<file path="src/inc/pmicim_pkg.sv">
// constants, register map and carrier types for the interrupt mask and status block
// assumes a serial-bus front end that turns transfers into one-cycle register requests
package pmicim_pkg;

  // register subaddresses
  localparam logic [7:0] PMICIM_ADDR_FLAG_SYS = 8'h01;
  localparam logic [7:0] PMICIM_ADDR_FLAG_SW = 8'h02;
  localparam logic [7:0] PMICIM_ADDR_MASK_SYS = 8'h03;
  localparam logic [7:0] PMICIM_ADDR_MASK_SW = 8'h04;
  localparam logic [7:0] PMICIM_ADDR_STATUS = 8'h05;
  localparam logic [7:0] PMICIM_ADDR_CONTROL = 8'h06;

  // reset and fill values
  localparam logic [7:0] PMICIM_DATA_ZERO = 8'h00;
  localparam logic [5:0] PMICIM_MASK_RST = 6'h00;
  localparam logic [7:0] PMICIM_STATUS_RST = 8'h00;
  localparam logic [1:0] PMICIM_RSVD = 2'h0;
  localparam logic [1:0] PMICIM_PINS_IDLE = 2'h3;

  // source layout: low group mirrors system mask, high group the switch mask
  localparam int PMICIM_GRP_W = 6;
  localparam int PMICIM_SRC_N = 12;
  localparam int PMICIM_SRC_PROG_DONE = 0;
  localparam int PMICIM_SRC_COIN_DONE = 1;
  localparam int PMICIM_SRC_THERMAL = 2;
  localparam int PMICIM_SRC_BUTTON = 3;
  localparam int PMICIM_SRC_ADAPTER = 4;
  localparam int PMICIM_SRC_PROG_V = 5;

  // status field positions
  localparam int PMICIM_ST_SEAL = 7;
  localparam int PMICIM_ST_NVM = 6;
  localparam int PMICIM_ST_ADAPTER = 5;
  localparam int PMICIM_ST_BUTTON = 4;
  localparam int PMICIM_ST_STATE_MSB = 3;
  localparam int PMICIM_ST_STATE_LSB = 2;
  localparam int PMICIM_ST_COIN_MSB = 1;
  localparam int PMICIM_ST_COIN_LSB = 0;

  // control field and pin history bit positions
  localparam int PMICIM_CTL_ACQ = 0;
  localparam int PMICIM_PIN_ADAPTER = 0;
  localparam int PMICIM_PIN_BUTTON = 1;

  typedef enum logic [1:0] {
    PMICIM_PWR_TRANSITION = 2'h0,
    PMICIM_PWR_WAIT_ENABLE = 2'h1,
    PMICIM_PWR_ACTIVE = 2'h2,
    PMICIM_PWR_SUSPEND = 2'h3
  } pmicim_pwr_t;

  typedef enum logic [1:0] {
    PMICIM_COIN_BELOW_LOW = 2'h0,
    PMICIM_COIN_LOW = 2'h1,
    PMICIM_COIN_GOOD = 2'h2,
    PMICIM_COIN_IDEAL = 2'h3
  } pmicim_coin_t;

  typedef struct packed {
    logic wr;
    logic rd;
    logic [7:0] addr;
    logic [7:0] wdata;
  } pmicim_req_t;

  typedef struct packed {
    logic prog_voltage_low;
    logic thermal_warn;
    logic coin_acq_done;
    logic prog_done;
    logic [2:0] switch_fault;
    logic [2:0] switch_limit;
  } pmicim_evt_t;

  typedef struct packed {
    logic freshness_seal_broken;
    logic nvm_defaults_modified;
    logic adapter_detect_pin;
    logic push_button_pin;
    pmicim_pwr_t power_state;
    pmicim_coin_t coin_cell_level;
  } pmicim_mon_t;

endpackage

</file>
<file path="src/rtl/pmicim_src_flag.sv">
// one sticky interrupt flag per source
// assumes event and clear are synchronous one-cycle levels on sys_clk
`timescale 1ns/1ps
`default_nettype none
module pmicim_src_flag (
  input wire logic sys_clk,
  input wire logic rst,
  input wire logic event_in,
  input wire logic clear_in,
  output logic flag_out
);

  logic flag_reg;
  logic flag_next;

  // a set arriving with the clear is kept
  always_comb
  begin
    flag_next = flag_reg;
    if (clear_in)
    begin
      flag_next = 1'b0;
    end
    if (event_in)
    begin
      flag_next = 1'b1;
    end
  end

  always_ff @(posedge sys_clk)
  begin
    if (rst)
    begin
      flag_reg <= 1'b0;
    end
    else
    begin
      flag_reg <= flag_next;
    end
  end

  assign flag_out = flag_reg;

endmodule
`default_nettype wire

</file>
<file path="src/rtl/pmic_irq_mask_status.sv">
// interrupt masking, sticky source flags and status reporting of the power manager
// assumes a bus front end issuing one-cycle register requests and synchronous pins
//
// Overview of operation
// - unmasked source event drives the low-active interrupt output low; masked leaves it
// - masked sources still detected and flagged; mask only blocks the interrupt output
// - system mask register bits 5..0 per source, bits 7-6 read zero
// - switch mask register: fault masks bits 5..3, current-limit masks bits 2..0
// - switch mask register resets to all zeros, every switch source unmasked
// - status bit 7 reads 1 once freshness seal is broken
// - status bit 6 reads 1 once non-volatile defaults differ from factory
// - status bit 5 is 1 while the adapter-detect pin is low
// - status bit 4 is 1 while the push-button pin is low
// - status bits 3-2 report the power state machine state
// - status bits 1-0 report the coin-cell charge level
// - status bits 7-6 reset to zero; lower bits follow live conditions
// - writing 1 to the acquisition start bit starts a measurement, bit self-clears
// - adapter and button flags set on every pin level change, both directions
`timescale 1ns/1ps
`default_nettype none
module pmic_irq_mask_status (
  input wire logic sys_clk,
  input wire logic rst,
  input wire pmicim_pkg::pmicim_req_t req,
  input wire pmicim_pkg::pmicim_evt_t evt,
  input wire pmicim_pkg::pmicim_mon_t mon,
  output logic [7:0] reg_rdata,
  output logic reg_rvalid,
  output logic coin_acq_start,
  output logic irq_out_low
);

  function automatic logic wr_hit(input pmicim_pkg::pmicim_req_t r, input logic [7:0] a);
    wr_hit = r.wr && (r.addr == a);
  endfunction

  function automatic logic rd_hit(input pmicim_pkg::pmicim_req_t r, input logic [7:0] a);
    rd_hit = r.rd && (r.addr == a);
  endfunction

  logic [pmicim_pkg::PMICIM_GRP_W-1:0] mask_sys_reg;
  logic [pmicim_pkg::PMICIM_GRP_W-1:0] mask_sys_next;
  logic [pmicim_pkg::PMICIM_GRP_W-1:0] mask_sw_reg;
  logic [pmicim_pkg::PMICIM_GRP_W-1:0] mask_sw_next;
  logic [7:0] status_reg;
  logic [7:0] status_next;
  logic [1:0] pins_prev_reg;
  logic [1:0] pins_prev_next;
  logic primed_reg;
  logic primed_next;
  logic acq_reg;
  logic acq_next;
  logic irq_reg;
  logic irq_next;
  logic [7:0] rdata_reg;
  logic [7:0] rdata_next;
  logic rvalid_reg;
  logic rvalid_next;

  logic [1:0] pins_now;
  logic [1:0] pin_change;
  logic [pmicim_pkg::PMICIM_SRC_N-1:0] src_event;
  logic [pmicim_pkg::PMICIM_SRC_N-1:0] src_clear;
  logic [pmicim_pkg::PMICIM_SRC_N-1:0] flags;
  logic [pmicim_pkg::PMICIM_SRC_N-1:0] all_mask;
  logic rd_flag_sys;
  logic rd_flag_sw;

  assign pins_now = {mon.push_button_pin, mon.adapter_detect_pin};
  // first sample after reset only primes the history, so no false change
  assign pin_change = primed_reg ? (pins_now ^ pins_prev_reg) : 2'h0;

  assign src_event = {evt.switch_fault,
                      evt.switch_limit,
                      evt.prog_voltage_low,
                      pin_change[pmicim_pkg::PMICIM_PIN_ADAPTER],
                      pin_change[pmicim_pkg::PMICIM_PIN_BUTTON],
                      evt.thermal_warn,
                      evt.coin_acq_done,
                      evt.prog_done};

  assign rd_flag_sys = rd_hit(req, pmicim_pkg::PMICIM_ADDR_FLAG_SYS);
  assign rd_flag_sw = rd_hit(req, pmicim_pkg::PMICIM_ADDR_FLAG_SW);
  // flags are read-to-clear
  assign src_clear = {{pmicim_pkg::PMICIM_GRP_W{rd_flag_sw}},
                      {pmicim_pkg::PMICIM_GRP_W{rd_flag_sys}}};
  assign all_mask = {mask_sw_reg, mask_sys_reg};

  // flags ignore the masks so monitoring carries on while masked
  genvar gi;
  generate
    for (gi = 0; gi < pmicim_pkg::PMICIM_SRC_N; gi++)
    begin : g_flag
      pmicim_src_flag u_flag (
        .sys_clk(sys_clk),
        .rst(rst),
        .event_in(src_event[gi]),
        .clear_in(src_clear[gi]),
        .flag_out(flags[gi])
      );
    end
  endgenerate

  // masks, interrupt, status and control
  always_comb
  begin
    mask_sys_next = mask_sys_reg;
    mask_sw_next = mask_sw_reg;
    if (wr_hit(req, pmicim_pkg::PMICIM_ADDR_MASK_SYS))
    begin
      mask_sys_next = req.wdata[pmicim_pkg::PMICIM_GRP_W-1:0];
    end
    if (wr_hit(req, pmicim_pkg::PMICIM_ADDR_MASK_SW))
    begin
      mask_sw_next = req.wdata[pmicim_pkg::PMICIM_GRP_W-1:0];
    end
    irq_next = ~|(flags & ~all_mask);
    status_next = {mon.freshness_seal_broken,
                   mon.nvm_defaults_modified,
                   ~mon.adapter_detect_pin,
                   ~mon.push_button_pin,
                   mon.power_state,
                   mon.coin_cell_level};
    pins_prev_next = pins_now;
    primed_next = 1'b1;
    // one-cycle start pulse, reads back as 1 only in that cycle
    acq_next = wr_hit(req, pmicim_pkg::PMICIM_ADDR_CONTROL)
               && req.wdata[pmicim_pkg::PMICIM_CTL_ACQ];
  end

  // read answer, one cycle after the request
  always_comb
  begin
    rvalid_next = req.rd;
    rdata_next = pmicim_pkg::PMICIM_DATA_ZERO;
    if (req.rd)
    begin
      case (req.addr)
        pmicim_pkg::PMICIM_ADDR_FLAG_SYS:
          rdata_next = {pmicim_pkg::PMICIM_RSVD, flags[pmicim_pkg::PMICIM_GRP_W-1:0]};
        pmicim_pkg::PMICIM_ADDR_FLAG_SW:
          rdata_next = {pmicim_pkg::PMICIM_RSVD,
                        flags[pmicim_pkg::PMICIM_SRC_N-1:pmicim_pkg::PMICIM_GRP_W]};
        pmicim_pkg::PMICIM_ADDR_MASK_SYS:
          rdata_next = {pmicim_pkg::PMICIM_RSVD, mask_sys_reg};
        pmicim_pkg::PMICIM_ADDR_MASK_SW:
          rdata_next = {pmicim_pkg::PMICIM_RSVD, mask_sw_reg};
        pmicim_pkg::PMICIM_ADDR_STATUS:
          rdata_next = status_reg;
        pmicim_pkg::PMICIM_ADDR_CONTROL:
          rdata_next = {7'h00, acq_reg};
        default:
          rdata_next = pmicim_pkg::PMICIM_DATA_ZERO;
      endcase
    end
  end

  always_ff @(posedge sys_clk)
  begin
    if (rst)
    begin
      mask_sys_reg <= pmicim_pkg::PMICIM_MASK_RST;
      mask_sw_reg <= pmicim_pkg::PMICIM_MASK_RST;
      status_reg <= pmicim_pkg::PMICIM_STATUS_RST;
      pins_prev_reg <= pmicim_pkg::PMICIM_PINS_IDLE;
      primed_reg <= 1'b0;
      acq_reg <= 1'b0;
      irq_reg <= 1'b1;
      rdata_reg <= pmicim_pkg::PMICIM_DATA_ZERO;
      rvalid_reg <= 1'b0;
    end
    else
    begin
      mask_sys_reg <= mask_sys_next;
      mask_sw_reg <= mask_sw_next;
      status_reg <= status_next;
      pins_prev_reg <= pins_prev_next;
      primed_reg <= primed_next;
      acq_reg <= acq_next;
      irq_reg <= irq_next;
      rdata_reg <= rdata_next;
      rvalid_reg <= rvalid_next;
    end
  end

  assign reg_rdata = rdata_reg;
  assign reg_rvalid = rvalid_reg;
  assign coin_acq_start = acq_reg;
  assign irq_out_low = irq_reg;
endmodule
`default_nettype wire

</file>
<file path="config.mk">
export PLATFORM = sky130hd
export DESIGN_NAME = pmic_irq_mask_status
export DESIGN_NICKNAME = d
export VERILOG_FILES = /design/src/inc/pmicim_pkg.sv /design/src/rtl/pmicim_src_flag.sv /design/src/rtl/pmic_irq_mask_status.sv
export SDC_FILE = /design/constraint.sdc
export NUM_CORES = 1
export LEC_CHECK = 0
export BUFFER_PORTS_ARGS = -buffer_cell sky130_fd_sc_hd__buf_2
export CORE_MARGIN = 4
export CORE_UTILIZATION = 55
export CTS_CLUSTER_DIAMETER = 60
export DETAILED_ROUTE_END_ITERATION = 10
export PLACE_DENSITY_LB_ADDON = 0.3
export RECOVER_POWER = 50
export SLEW_MARGIN = 20
export SYNTH_ARGS = -nofsm -noshare
export SYNTH_HDL_FRONTEND = slang
export SYNTH_SLANG_ARGS = --single-unit
</file>
<file path="constraint.sdc">
create_clock -name sys_clk -period 3.33 [get_ports sys_clk]
set_input_delay 0.666 -clock sys_clk [delete_from_list [all_inputs] [get_ports sys_clk]]
set_output_delay 0.666 -clock sys_clk [all_outputs]
set_load 0.005 [all_outputs]
</file>
==> metrics.sh, run 1 <==
STATUS='complete, no violations'
POWER.STATIC_LEAKAGE_uW=0.000939
FIRST_GLOBAL_VIAS=1409
POSTSYNTHNETCOUNT=228
FILLER_CELL_COUNT=293
CTS_MADE_BUFFERS=5
AVERAGE_VIAS_PER_PLACED_INSTANCE=5.28
VDD_IR_DROP_MAX_uV=295
CTS_TREE='yes'
DRT-INITIAL-DRC-COUNT=122
SYNTH-ASYNC-RESET-RATIO_PCT=0
POWER-PER-CELL-AREA_nW_PER_UM2=436
CTS_HOLD_REPAIR.BUFFERS=0
SLOWEST_STAGE='sky130_fd_sc_hd__clkbuf_1'
DPL.HPWL_UM=3010
POSTCTSSETUPREPAIRBUFS=0
REPORT.FINAL.SLEW_VIOL_COUNT=0
PLACEMENTROWS=21
END_KIND='register'
WORST_PATH_DOMINANT_CELL_FAMILY='simple AND/OR/NAND/NOR gates'
WIRE_PER_INST_UM=14.0
WORSTREG2REGSTART='mask_sys_reg[2]'
CTS_REPAIR_RESIZE_COUNT=0
CRITPATHLAUNCHTYPE='primary input'
CLK_PIN_SLEW_WORST_PATHS_NS=0.13
NUM_ANTENNA_CELLS=0
YS_SEQ_AREA_SHARE_PCT=48.7
SETUP_TNS_NS=0
SLOWEST_DELAY_NS=0.54
FINAL-SETUP-VIOL-COUNT=0
TIMING_WORST_SLEW_PIN_VALUE_NS=1.41
PLACE_CONGESTION=0.871
HTREE_LEVELS=2
FLOORPLAN.DIE.WIDTH_UM=66.7
LARGEST_REGISTER_FFS=12
SYNTH_AREA_PER_CELL_UM2=9.96
FINAL-SEQ-AREA_UM2=921
VIAS=1485
ANTENNA_LEFT=0
PLACEMENT.IO_BUFFERS=46
GLOBAL_ROUTE_WIRE_LENGTH_BEFORE_REPAIR_UM=6470
SLEW_HEADROOM_PCT=6.12
FINALCLOCKSKEW_NS=0.0126
DIEHEIGHT_UM=66.7
GRT-OVFL-TOTAL=0
CRITICAL_PATH.N_BUFFERS_INVERTERS=1
FINALPOWER_uW=945
MULTI_INPUT_COMB_AREA_UM2=845
WORST_HOLD_PATH_TYPE='register to register'
DIE_AREA_UM2=4440
AREA.GROWTH.SYNTH_TO_FINAL_PCT=14.6
CP_CELL_SEQUENCE='clkbuf_1, nor2b_1, nand2_2, or4_4, a21oi_1'
NUMBER_OF_HOLD_VIOLATIONS_IN_THE_FINAL_REPORT=0
LAYOUT_COMMON_CELLS='sky130_fd_sc_hd__dfxtp_1, sky130_fd_sc_hd__buf_2, sky130_fd_sc_hd__nor2_1'
SYNTH_AREA_UM2=1890
CP_DATA_REQUIRED_TIME_NS=3.62
SYNTH_SEQ_CELLS=46
DRIVE_GT1_SHARE_PCT=26.8
CLOCK_SINKS=46
DRCVIOLATIONCOUNT=0
SYNTH_CELL_TYPES=39
CRITICAL_PATH_CLASS='primary input to register'
TOTALWIRELENGTH_UM=3950
NUM-NETS-FINAL=272
CLOCK.FMAX_MHz=473
CAP_VIOL_MAX_COUNT=0
CORE_REGION_AREA_UM2=3340
CTS_ROOT_BUFFER='sky130_fd_sc_hd__clkbuf_4'
HP-START='status_reg[7]'
DETAIL_ROUTE.FIRST_PASS.ITERATIONS=5
GRT_MAX_DEGREE=37
GRT_ANTENNA_BEFORE_REPAIR=0
WORSTPATHARRIVAL_NS=2.40
SYN_INST=190
CRITPATHLAUNCH='rst'
GRT_USAGE_PCT=20.1
SYNTH_FF_TYPE='sky130_fd_sc_hd__dfxtp_1'
LAYOUT.CELLS.MOST_COMMON='sky130_fd_sc_hd__dfxtp_1'
START_UTIL_PCT=56.7
FINALCRITPERIODSHARE_PCT=63.5
CRIT_PATH_MAX_FANOUT=36
TOP_LEVEL_PORTS=49
FINALCRITICALPERIOD_NS=2.12
SYNTH_EDF_COUNT=0
CTS.PATH.MAX_BUFFERS=2
YOSYS_WARNINGS=0
CLOCK_LATENCY_NS=0.36
RSZ_0062_RAISED_AFTER_GLOBAL_ROUTING='false'
-- power breakdown --
group          internal, uW  switching, uW  total (uW)
sequential              570           12.7         582
combinational          44.3           46.3        90.5
clock                   102            170         272
-- synth_stat cells (2+ instances only) --
| cell | count | area, um2 |
|---|---|---|
| sky130_fd_sc_hd__dfxtp_1 | 46 | 921 |
| sky130_fd_sc_hd__nor2_1 | 30 | 113 |
| sky130_fd_sc_hd__mux2i_1 | 17 | 170 |
| sky130_fd_sc_hd__inv_1 | 15 | 56.3 |
| sky130_fd_sc_hd__a21oi_1 | 12 | 60.1 |
| sky130_fd_sc_hd__nor2b_1 | 9 | 56.3 |
| sky130_fd_sc_hd__a221oi_1 | 5 | 43.8 |
| sky130_fd_sc_hd__a22oi_1 | 5 | 37.5 |
| sky130_fd_sc_hd__clkbuf_1 | 4 | 15.0 |
| sky130_fd_sc_hd__nand2_1 | 4 | 15.0 |
| sky130_fd_sc_hd__o22ai_1 | 4 | 25.0 |
| sky130_fd_sc_hd__and3_1 | 3 | 18.8 |
| sky130_fd_sc_hd__mux2_2 | 3 | 33.8 |
| sky130_fd_sc_hd__and2b_1 | 2 | 15.0 |
| sky130_fd_sc_hd__buf_6 | 2 | 22.5 |
| sky130_fd_sc_hd__nand3_1 | 2 | 10.0 |
| sky130_fd_sc_hd__nand4b_1 | 2 | 17.5 |
| sky130_fd_sc_hd__nor4b_4 | 2 | 47.6 |
| sky130_fd_sc_hd__o22a_1 | 2 | 17.5 |
| sky130_fd_sc_hd__xor2_1 | 2 | 17.5 |
-- worst register-to-register path, stage by stage, from the launching register on --
cell and delay, ns:
sky130_fd_sc_hd__dfxtp_1 0.36, sky130_fd_sc_hd__mux2i_1 0.19, sky130_fd_sc_hd__nor2_1 0.06, sky130_fd_sc_hd__a221oi_1 0.27, sky130_fd_sc_hd__a21oi_1 0.13
-- final cells by class --
| cell class | instances | area share (%) |
|---|---|---|
| multi-input combinational | 120 | 38.9 |
| timing repair buffer | 46 | 10.4 |
| clock buffer | 6 | 2.37 |
| clock inverter | 2 | 0.577 |
| inverter | 15 | 2.60 |
| sequential | 46 | 42.5 |
| tap | 46 | 2.65 |
-- cell families (layout without fill, tap and decap cells) --
family,after synthesis,count (layout),share of synthesized area (%)
and+or+nand+nor,66,66,21.6
DFF,46,46,48.7
AOI/OAI and AO/OA,32,32,11.3
buffers and inverters,24,69,6.68
muxes,20,20,10.8
xor gates and xnor gates,2,2,0.926
-- worst paths after layout --
path,slack [ns],cells after the start,endpoint
setup / recovery,1.21,5,reg_rdata[3]
hold reg to reg,0.46,1,reg_rdata[7]
setup reg to reg,2.22,4,reg_rdata[2]
hold / removal,0.46,1,reg_rdata[7]
-- through the flow --
stage / instance area (um2) / cells / hold slack (ns) / setup WS [ns] / util, %
after floorplan: 1890 / 190 / 0.429 / 1.54 / -
after global routing: 2170 / 281 / 0.473 / 1.07 / 65.0
final: 2170 / 281 / 0.462 / 1.21 / 65.0
after detailed placement: 2110 / 273 / 0.438 / 1.12 / 63.2
after global placement: 2110 / 273 / 0.433 / 1.15 / 63.2
after CTS: 2170 / 281 / 0.464 / 1.50 / 65.1
-- routing by layer --
layer	routed length (um)	vias up	track usage (%)
met5	0	-	0
met3	303	9	6.07
met2	1880	56	32.3
met4	79	0	10.4
li1	-	747	-
met1	1690	673	23.9
Note: power is estimated with default switching activity, not from simulation.
==> run 2, diff against run 1 <==
ABC_AREA = 1   (was default)
CORE_UTILIZATION = 46   (was 55)
clock period = 1.7 ns   (was 3.33 ns; I/O delays follow)
==> metrics.sh, run 2 <==
CRITPATHLAUNCHTYPE='primary input'
AVERAGE_VIAS_PER_PLACED_INSTANCE=4.94
POWER-PER-CELL-AREA_nW_PER_UM2=883
PLACE.DETAILED.INSTANCES=338
NUM-NETS-FINAL=335
LAYOUT.CELLS.MOST_COMMON='sky130_fd_sc_hd__nor2_1'
WIRE_PER_INST_UM=11.5
CLOCK_SINKS=46
SYNTHDOMINANTAREACELLTYPE='sky130_fd_sc_hd__dfxtp_1'
FINAL-INSTANCE-COUNT-EXCL-FILL=346
DP_WORST_SETUP_SLACK_NS=0.274
SYNTH-XOR-AREA-SHARE_PCT=0.938
PLACEMENT.IO_BUFFERS=46
ANTENNA_LEFT=0
CTS_MADE_BUFFERS=5
NUMBER_OF_HOLD_VIOLATIONS_IN_THE_FINAL_REPORT=0
WORSTPATHARRIVAL_NS=1.33
CP_DATA_REQUIRED_TIME_NS=1.85
TIMING.REG2REG.WORST_PATH_DEPTH=5
FINALCRITICALPERIOD_NS=1.17
FINALCLOCKSKEW_NS=0.00436
GLOBAL_ROUTE_WIRE_LENGTH_BEFORE_REPAIR_UM=6640
CLOCK.FMAX_MHz=851
YOSYS.AREA.TOP_TYPE_SHARE_PCT=49.3
SYNTH_FF_TYPE='sky130_fd_sc_hd__dfxtp_1'
GRT_ANTENNA_BEFORE_REPAIR=0
SYNTH.MOST_COMMON_CELL='sky130_fd_sc_hd__nor2_1'
CRITPATHLAUNCH='req[8]'
PLACEMENTROWS=22
WORST_HOLD_PATH_TYPE='primary input to register'
SYNTH_TOP_FAMILY_BY_AREA='simple AND/OR/NAND/NOR gates'
GRT_USAGE_PCT=16.5
ENDPOINT='g_flag[9].u_flag.flag_out'
CORE_REGION_AREA_UM2=3800
STATUS='complete, no violations'
TOP_LEVEL_PORTS=49
SETUP_TNS_NS=0
AREA.GROWTH.SYNTH_TO_FINAL_PCT=19.2
FINAL-SETUP-VIOL-COUNT=0
POST_SYNTHESIS_SHARE_OF_CELL_AREA_SPENT_ON_FULL_ADDERS_HALF_ADDERS_AND_MAJORITY_GATES_PCT=0
POSTSYNTHNETCOUNT=285
YS_SEQ_AREA_SHARE_PCT=49.3
VDD_IR_DROP_MAX_uV=628
FIRST_GLOBAL_VIAS=1616
START_UTIL_PCT=49.2
DIEHEIGHT_UM=71.7
WORSTREG2REGSTART='g_flag[6].u_flag.flag_out'
FILLER_CELL_COUNT=375
SLOWEST_DELAY_NS=0.29
CTS_TREE='yes'
SYNTH_AREA_UM2=1870
SYNTH_CELL_TYPES=20
YOSYS_WARNINGS=0
TOP_POST_SYNTHESIS_CELLS_BY_COUNT='sky130_fd_sc_hd__nor2_1, sky130_fd_sc_hd__dfxtp_1, sky130_fd_sc_hd__nand3_1'
P_SEQ_SHARE_PCT=57.7
POWER.SHARE.CLOCK_PCT=33.7
WHS_NS=0.239
TOTALWIRELENGTH_UM=3990
SYN_INST=247
CTS_HOLD_REPAIR.BUFFERS=0
DRIVE_GT1_SHARE_PCT=22.8
REGTOREGSETUPSLACK_NS=0.79
FINALPOWER_uW=1970
P_INT_uW=1510
HTREE_LEVELS=2
P_COMB_SHARE_PCT=8.5
SYNTH_AREA_PER_CELL_UM2=7.56
POWER.STATIC_LEAKAGE_uW=0.00102
CRITICAL_PATH_CLASS='primary input to register'
SYNTH_EDF_COUNT=0
CTS_ROOT_BUFFER='sky130_fd_sc_hd__clkbuf_8'
GRT_MAX_DEGREE=33
LAYOUT_COMMON_CELLS='sky130_fd_sc_hd__nor2_1, sky130_fd_sc_hd__dfxtp_1, sky130_fd_sc_hd__buf_2'
DETAIL_ROUTE.FIRST_PASS.ITERATIONS=4
CP_CELL_SEQUENCE='buf_2, inv_1, nand2_1, nor2_2, nand3_2, a21oi_1, nor2_1'
DPL.HPWL_UM=3100
END_KIND='register'
SYNTH-ASYNC-RESET-RATIO_PCT=0
RSZ_0062_RAISED_AFTER_GLOBAL_ROUTING='false'
YOSYS-TOP-CELLS-AREA='sky130_fd_sc_hd__dfxtp_1, sky130_fd_sc_hd__nor2_1, sky130_fd_sc_hd__nand3_1'
NUM_ANTENNA_CELLS=0
MULTI_INPUT_COMB_AREA_UM2=778
POWER_SWITCHING_uW=452
SYNTH_COMPOUND_GATE_AREA_SHARE_PCT=10.5
FINAL-SEQ-AREA_UM2=921
CRIT_PATH_MAX_FANOUT=7
FLOORPLAN.DIE.WIDTH_UM=71.7
SYNTH_SIMPLE_GATE_AREA_SHARE_PCT=30.6
SYNTH_MUX_AREA_SHARE_PCT=0
SLOWEST_STAGE='sky130_fd_sc_hd__nor2_2'
DIE_AREA_UM2=5140
GRT-OVFL-TOTAL=0
DRT-INITIAL-DRC-COUNT=89
VIAS=1708
POSTCTSSETUPREPAIRBUFS=0
TIMING_WORST_SLEW_PIN_VALUE_NS=0.808
POWER.SHARE.SWITCHING_PCT=23.0
SYNTH_SEQ_CELLS=46
SLEW_HEADROOM_PCT=46.1
PLACE_CONGESTION=0.875
LARGEST_REGISTER_FFS=12
FINALCRITPERIODSHARE_PCT=69.1
R2R_END='irq_out_low'
REPORT.FINAL.SLEW_VIOL_COUNT=0
DRCVIOLATIONCOUNT=0
CTS_REPAIR_RESIZE_COUNT=0
CAP_VIOL_MAX_COUNT=0
SETUP_SLACK_NS=0.525
CTS.PATH.MAX_BUFFERS=2
CLK_PIN_SLEW_WORST_PATHS_NS=0.08
CLOCK_LATENCY_NS=0.29
run 2: cell count changes after synthesis, moves of 6 or more:
cell	delta
sky130_fd_sc_hd__inv_1	+13
sky130_fd_sc_hd__mux2i_1	-17
sky130_fd_sc_hd__nand2_1	+13
sky130_fd_sc_hd__nand3_1	+30
sky130_fd_sc_hd__nor2_1	+30
sky130_fd_sc_hd__nor2b_1	-9
sky130_fd_sc_hd__o21ai_0	+11
sky130_fd_sc_hd__o21ai_1	+6
run 2: worst min path at each step:
| stage | startpoint | to | slack [ns] | depth (start not counted) |
|---|---|---|---|---|
| 2_1_floorplan | status_reg[6] | reg_rdata[6] | 0.41 | 2 |
| 3_3_place_gp | status_reg[6] | reg_rdata[6] | 0.42 | 2 |
| 3_5_place_dp | status_reg[6] | reg_rdata[6] | 0.42 | 2 |
| 4_1_cts | mon[5] | status_reg[5] | 0.23 | 2 |
| 5_1_grt | mon[4] | status_reg[4] | 0.23 | 2 |
| 6_report | mon[4] | status_reg[4] | 0.24 | 2 |
run 2: critical path, delay by kind of cell:
family,cells,cell delay (ns)
and+or+nand+nor,4,0.62
AOI/OAI and AO/OA,1,0.19
buffers and inverters,2,0.17
run 2: cells by family (layout without fill, tap and decap cells):
logic type      Yosys count  after routing
compound gates           37             37
xor+xnor                  2              2
buf+inv                  39             90
flops                    46             46
simple gates            123            123
run 2: stage by stage:
step	util [%]	area, um2
final	58.6	2230
after global routing	58.6	2230
after CTS	59.2	2250
after detailed placement	56.8	2160
after global placement	56.8	2160
after floorplan	-	1870
run 2: layer usage:
| metal | share of wire [%] | GRT usage (%) | wire [um] |
|---|---|---|---|
| met5 | 0 | 0 | 0 |
| met4 | 0.98 | 5.22 | 39 |
| met3 | 7.0 | 5.33 | 280 |
| met2 | 50 | 29.1 | 2000 |
| met1 | 42 | 18.7 | 1670 |
run 2: cell type report:
type / count / area share (%)
sequential: 46 / 41.3
multi-input combinational: 162 / 34.9
timing repair buffer: 49 / 11.3
inverter: 33 / 5.56
clock buffer: 7 / 3.88
tap: 48 / 2.70
clock inverter: 1 / 0.225
run 2: power by group through the flow:
stage	Sequential (uW)	Clock, uW	Combinational (uW)
2_1_floorplan	1150	0	102
3_3_place_gp	1160	0	170
3_5_place_dp	1160	0	173
4_1_cts	1140	681	174
5_1_grt	1140	737	196
6_report	1140	663	168
==> run 3, diff against run 2 <==
ABC_AREA = 0   (was 1)
CORE_UTILIZATION = 51   (was 46)
clock period = 1.2 ns   (was 1.7 ns; I/O delays follow)
==> metrics.sh, run 3 (synthesis results as in run 1) <==
STATUS='complete, no violations'
CP_CELL_SEQUENCE='buf_6, nor4_4, buf_6, nand2_4, or4_4, a21oi_2'
AREA.GROWTH.SYNTH_TO_FINAL_PCT=25.4
WORSTREG2REGSTART='g_flag[1].u_flag.flag_out'
NUMBER_OF_HOLD_VIOLATIONS_IN_THE_FINAL_REPORT=0
CTS_ROOT_BUFFER='sky130_fd_sc_hd__clkbuf_8'
TOP_LEVEL_PORTS=49
POWER_SWITCHING_uW=674
DRT-INITIAL-DRC-COUNT=146
SLEW_HEADROOM_PCT=76.2
FLOORPLAN.DIE.WIDTH_UM=68.9
GRT-OVFL-TOTAL=0
LAYOUT_COMMON_CELLS='sky130_fd_sc_hd__dfxtp_1, sky130_fd_sc_hd__buf_2, sky130_fd_sc_hd__nor2_1'
P_INT_uW=2200
DRCVIOLATIONCOUNT=0
DIE_AREA_UM2=4750
WHS_NS=0.124
END_KIND='register'
CRITPATHLAUNCH='req[14]'
GLOBAL_ROUTE_WIRE_LENGTH_BEFORE_REPAIR_UM=7120
CRITPATHLAUNCHTYPE='primary input'
GRT_ANTENNA_BEFORE_REPAIR=0
SLOWEST_STAGE='sky130_fd_sc_hd__or4_4'
CLK_PIN_SLEW_WORST_PATHS_NS=0.08
CLOCK_LATENCY_NS=0.30
DRIVE_GT1_SHARE_PCT=32.4
RSZ_0062_RAISED_AFTER_GLOBAL_ROUTING='true'
POWER.SHARE.CLOCK_PCT=33.5
CTS_HOLD_REPAIR.BUFFERS=0
CLOCK_SINKS=46
FINALCRITICALPERIOD_NS=1.19
FINALCRITPERIODSHARE_PCT=99.5
VDD_IR_DROP_MAX_uV=998
WIRE_PER_INST_UM=14.6
GRT_USAGE_PCT=20.8
POWER.STATIC_LEAKAGE_uW=0.00105
GRT_MAX_DEGREE=36
PLACEMENT.IO_BUFFERS=46
ANTENNA_LEFT=0
FINAL-SETUP-VIOL-COUNT=0
CRIT_PATH_MAX_FANOUT=7
LAYOUT.CELLS.MOST_COMMON='sky130_fd_sc_hd__dfxtp_1'
CORE_REGION_AREA_UM2=3470
CRITICAL_PATH_CLASS='primary input to register'
FINALCLOCKSKEW_NS=0.00499
P_SEQ_SHARE_PCT=56.0
TIMING_WORST_SLEW_PIN_VALUE_NS=0.357
CTS_TREE='yes'
FILLER_CELL_COUNT=287
FINAL-SEQ-AREA_UM2=921
CTS_MADE_BUFFERS=5
REPORT.FINAL.SLEW_VIOL_COUNT=0
P_COMB_SHARE_PCT=10.5
WORST_HOLD_PATH_TYPE='primary input to register'
LARGEST_REGISTER_FFS=12
HTREE_LEVELS=2
SLOWEST_DELAY_NS=0.46
NUM_ANTENNA_CELLS=0
TOTALWIRELENGTH_UM=4360
MULTI_INPUT_COMB_AREA_UM2=872
POWER-PER-CELL-AREA_nW_PER_UM2=1210
START_UTIL_PCT=54.5
CRITICAL-PATH-TOP-CELL-BY-COUNT='sky130_fd_sc_hd__buf_6'
CLOCK.FMAX_MHz=837
CTS.PATH.MAX_BUFFERS=2
DPL.HPWL_UM=3270
WORSTPATHARRIVAL_NS=1.43
PLACE_CONGESTION=0.953
DETAIL_ROUTE.FIRST_PASS.ITERATIONS=4
AVERAGE_VIAS_PER_PLACED_INSTANCE=5.12
DIEHEIGHT_UM=68.9
VIAS=1532
CP_DATA_REQUIRED_TIME_NS=1.44
FINAL_UTIL_PCT=68.4
HP-START='mon[4]'
CAP_VIOL_MAX_COUNT=0
NUM-NETS-FINAL=290
FIRST_GLOBAL_VIAS=1520
POWER.SHARE.SWITCHING_PCT=23.4
PLACEMENTROWS=21
[run 3: cell count changes in the layout (fill, tap and decap cells not counted), moves of 11 or more]
cell / previous run / this run
sky130_fd_sc_hd__nand3_1: 33 / 1
sky130_fd_sc_hd__nor2_1: 61 / 30
sky130_fd_sc_hd__buf_4: 0 / 17
sky130_fd_sc_hd__mux2i_1: 0 / 17
sky130_fd_sc_hd__inv_1: 28 / 15
sky130_fd_sc_hd__nand2_1: 17 / 4
sky130_fd_sc_hd__o21ai_0: 12 / 1
[run 3: area by class of cell]
| type | count | share of cell area, % |
|---|---|---|
| Tap cell | 46 | 2.43 |
| Multi-Input combinational cell | 120 | 36.8 |
| Inverter | 15 | 2.37 |
| Timing Repair Buffer | 64 | 15.8 |
| Clock buffer | 7 | 3.64 |
| Clock inverter | 1 | 0.211 |
| Sequential cell | 46 | 38.8 |
[run 3: per-layer routing]
metal / vias to the layer above / routed length [um] / global-route usage [%]
li1: 778 / - / -
met1: 698 / 1940 / 27.2
met2: 47 / 2060 / 32.7
met3: 9 / 264 / 4.54
met4: 0 / 95 / 9.25
met5: - / 0 / 0
[run 3: critical path, delay by kind of cell]
family                 cells  cell delay [ns]
buffers and inverters      2             0.26
AOI/OAI and AO/OA          1             0.14
and+or+nand+nor            3             0.78
[run 3: timing repair]
item                                    4_1_cts  5_1_grt
gates resized for setup                       3        6
setup buffers                                 0        1
endpoints found under the setup margin        5       18
gates cloned                                  0        0
pin swaps                                     1        1
[run 3: path summary, 6_finish.rpt]
check / endpoint / slack [ns] / depth (start not counted)
setup / recovery: reg_rdata[2] / 0.006 / 6
hold / removal: status_reg[4] / 0.12 / 2
hold reg to reg: reg_rdata[6] / 0.45 / 1
setup reg to reg: reg_rdata[1] / 0.06 / 4
[run 3: power by group through the flow]
stage               clock network [uW]  registers (uW)  logic [uW]
floorplan                            0            1640         163
global placement                     0            1650         287
detailed placement                   0            1650         291
CTS                                974            1610         294
global route                      1040            1620         336
finish                             964            1610         301
[run 3: metrics by stage]
step / cells / worst slack, ns / setup TNS (ns) / instance area [um2] / power, uW
5_1_grt: 299 / -0.0486 / -0.264 / 2370 / 2990
4_1_cts: 299 / 0.00483 / 0 / 2350 / 2880
6_report: 299 / 0.00550 / 0 / 2370 / 2880
3_5_place_dp: 291 / -0.360 / -7.64 / 2250 / 1940
2_1_floorplan: 190 / -0.158 / -2.14 / 1900 / 1800
3_3_place_gp: 291 / -0.304 / -7.18 / 2250 / 1930
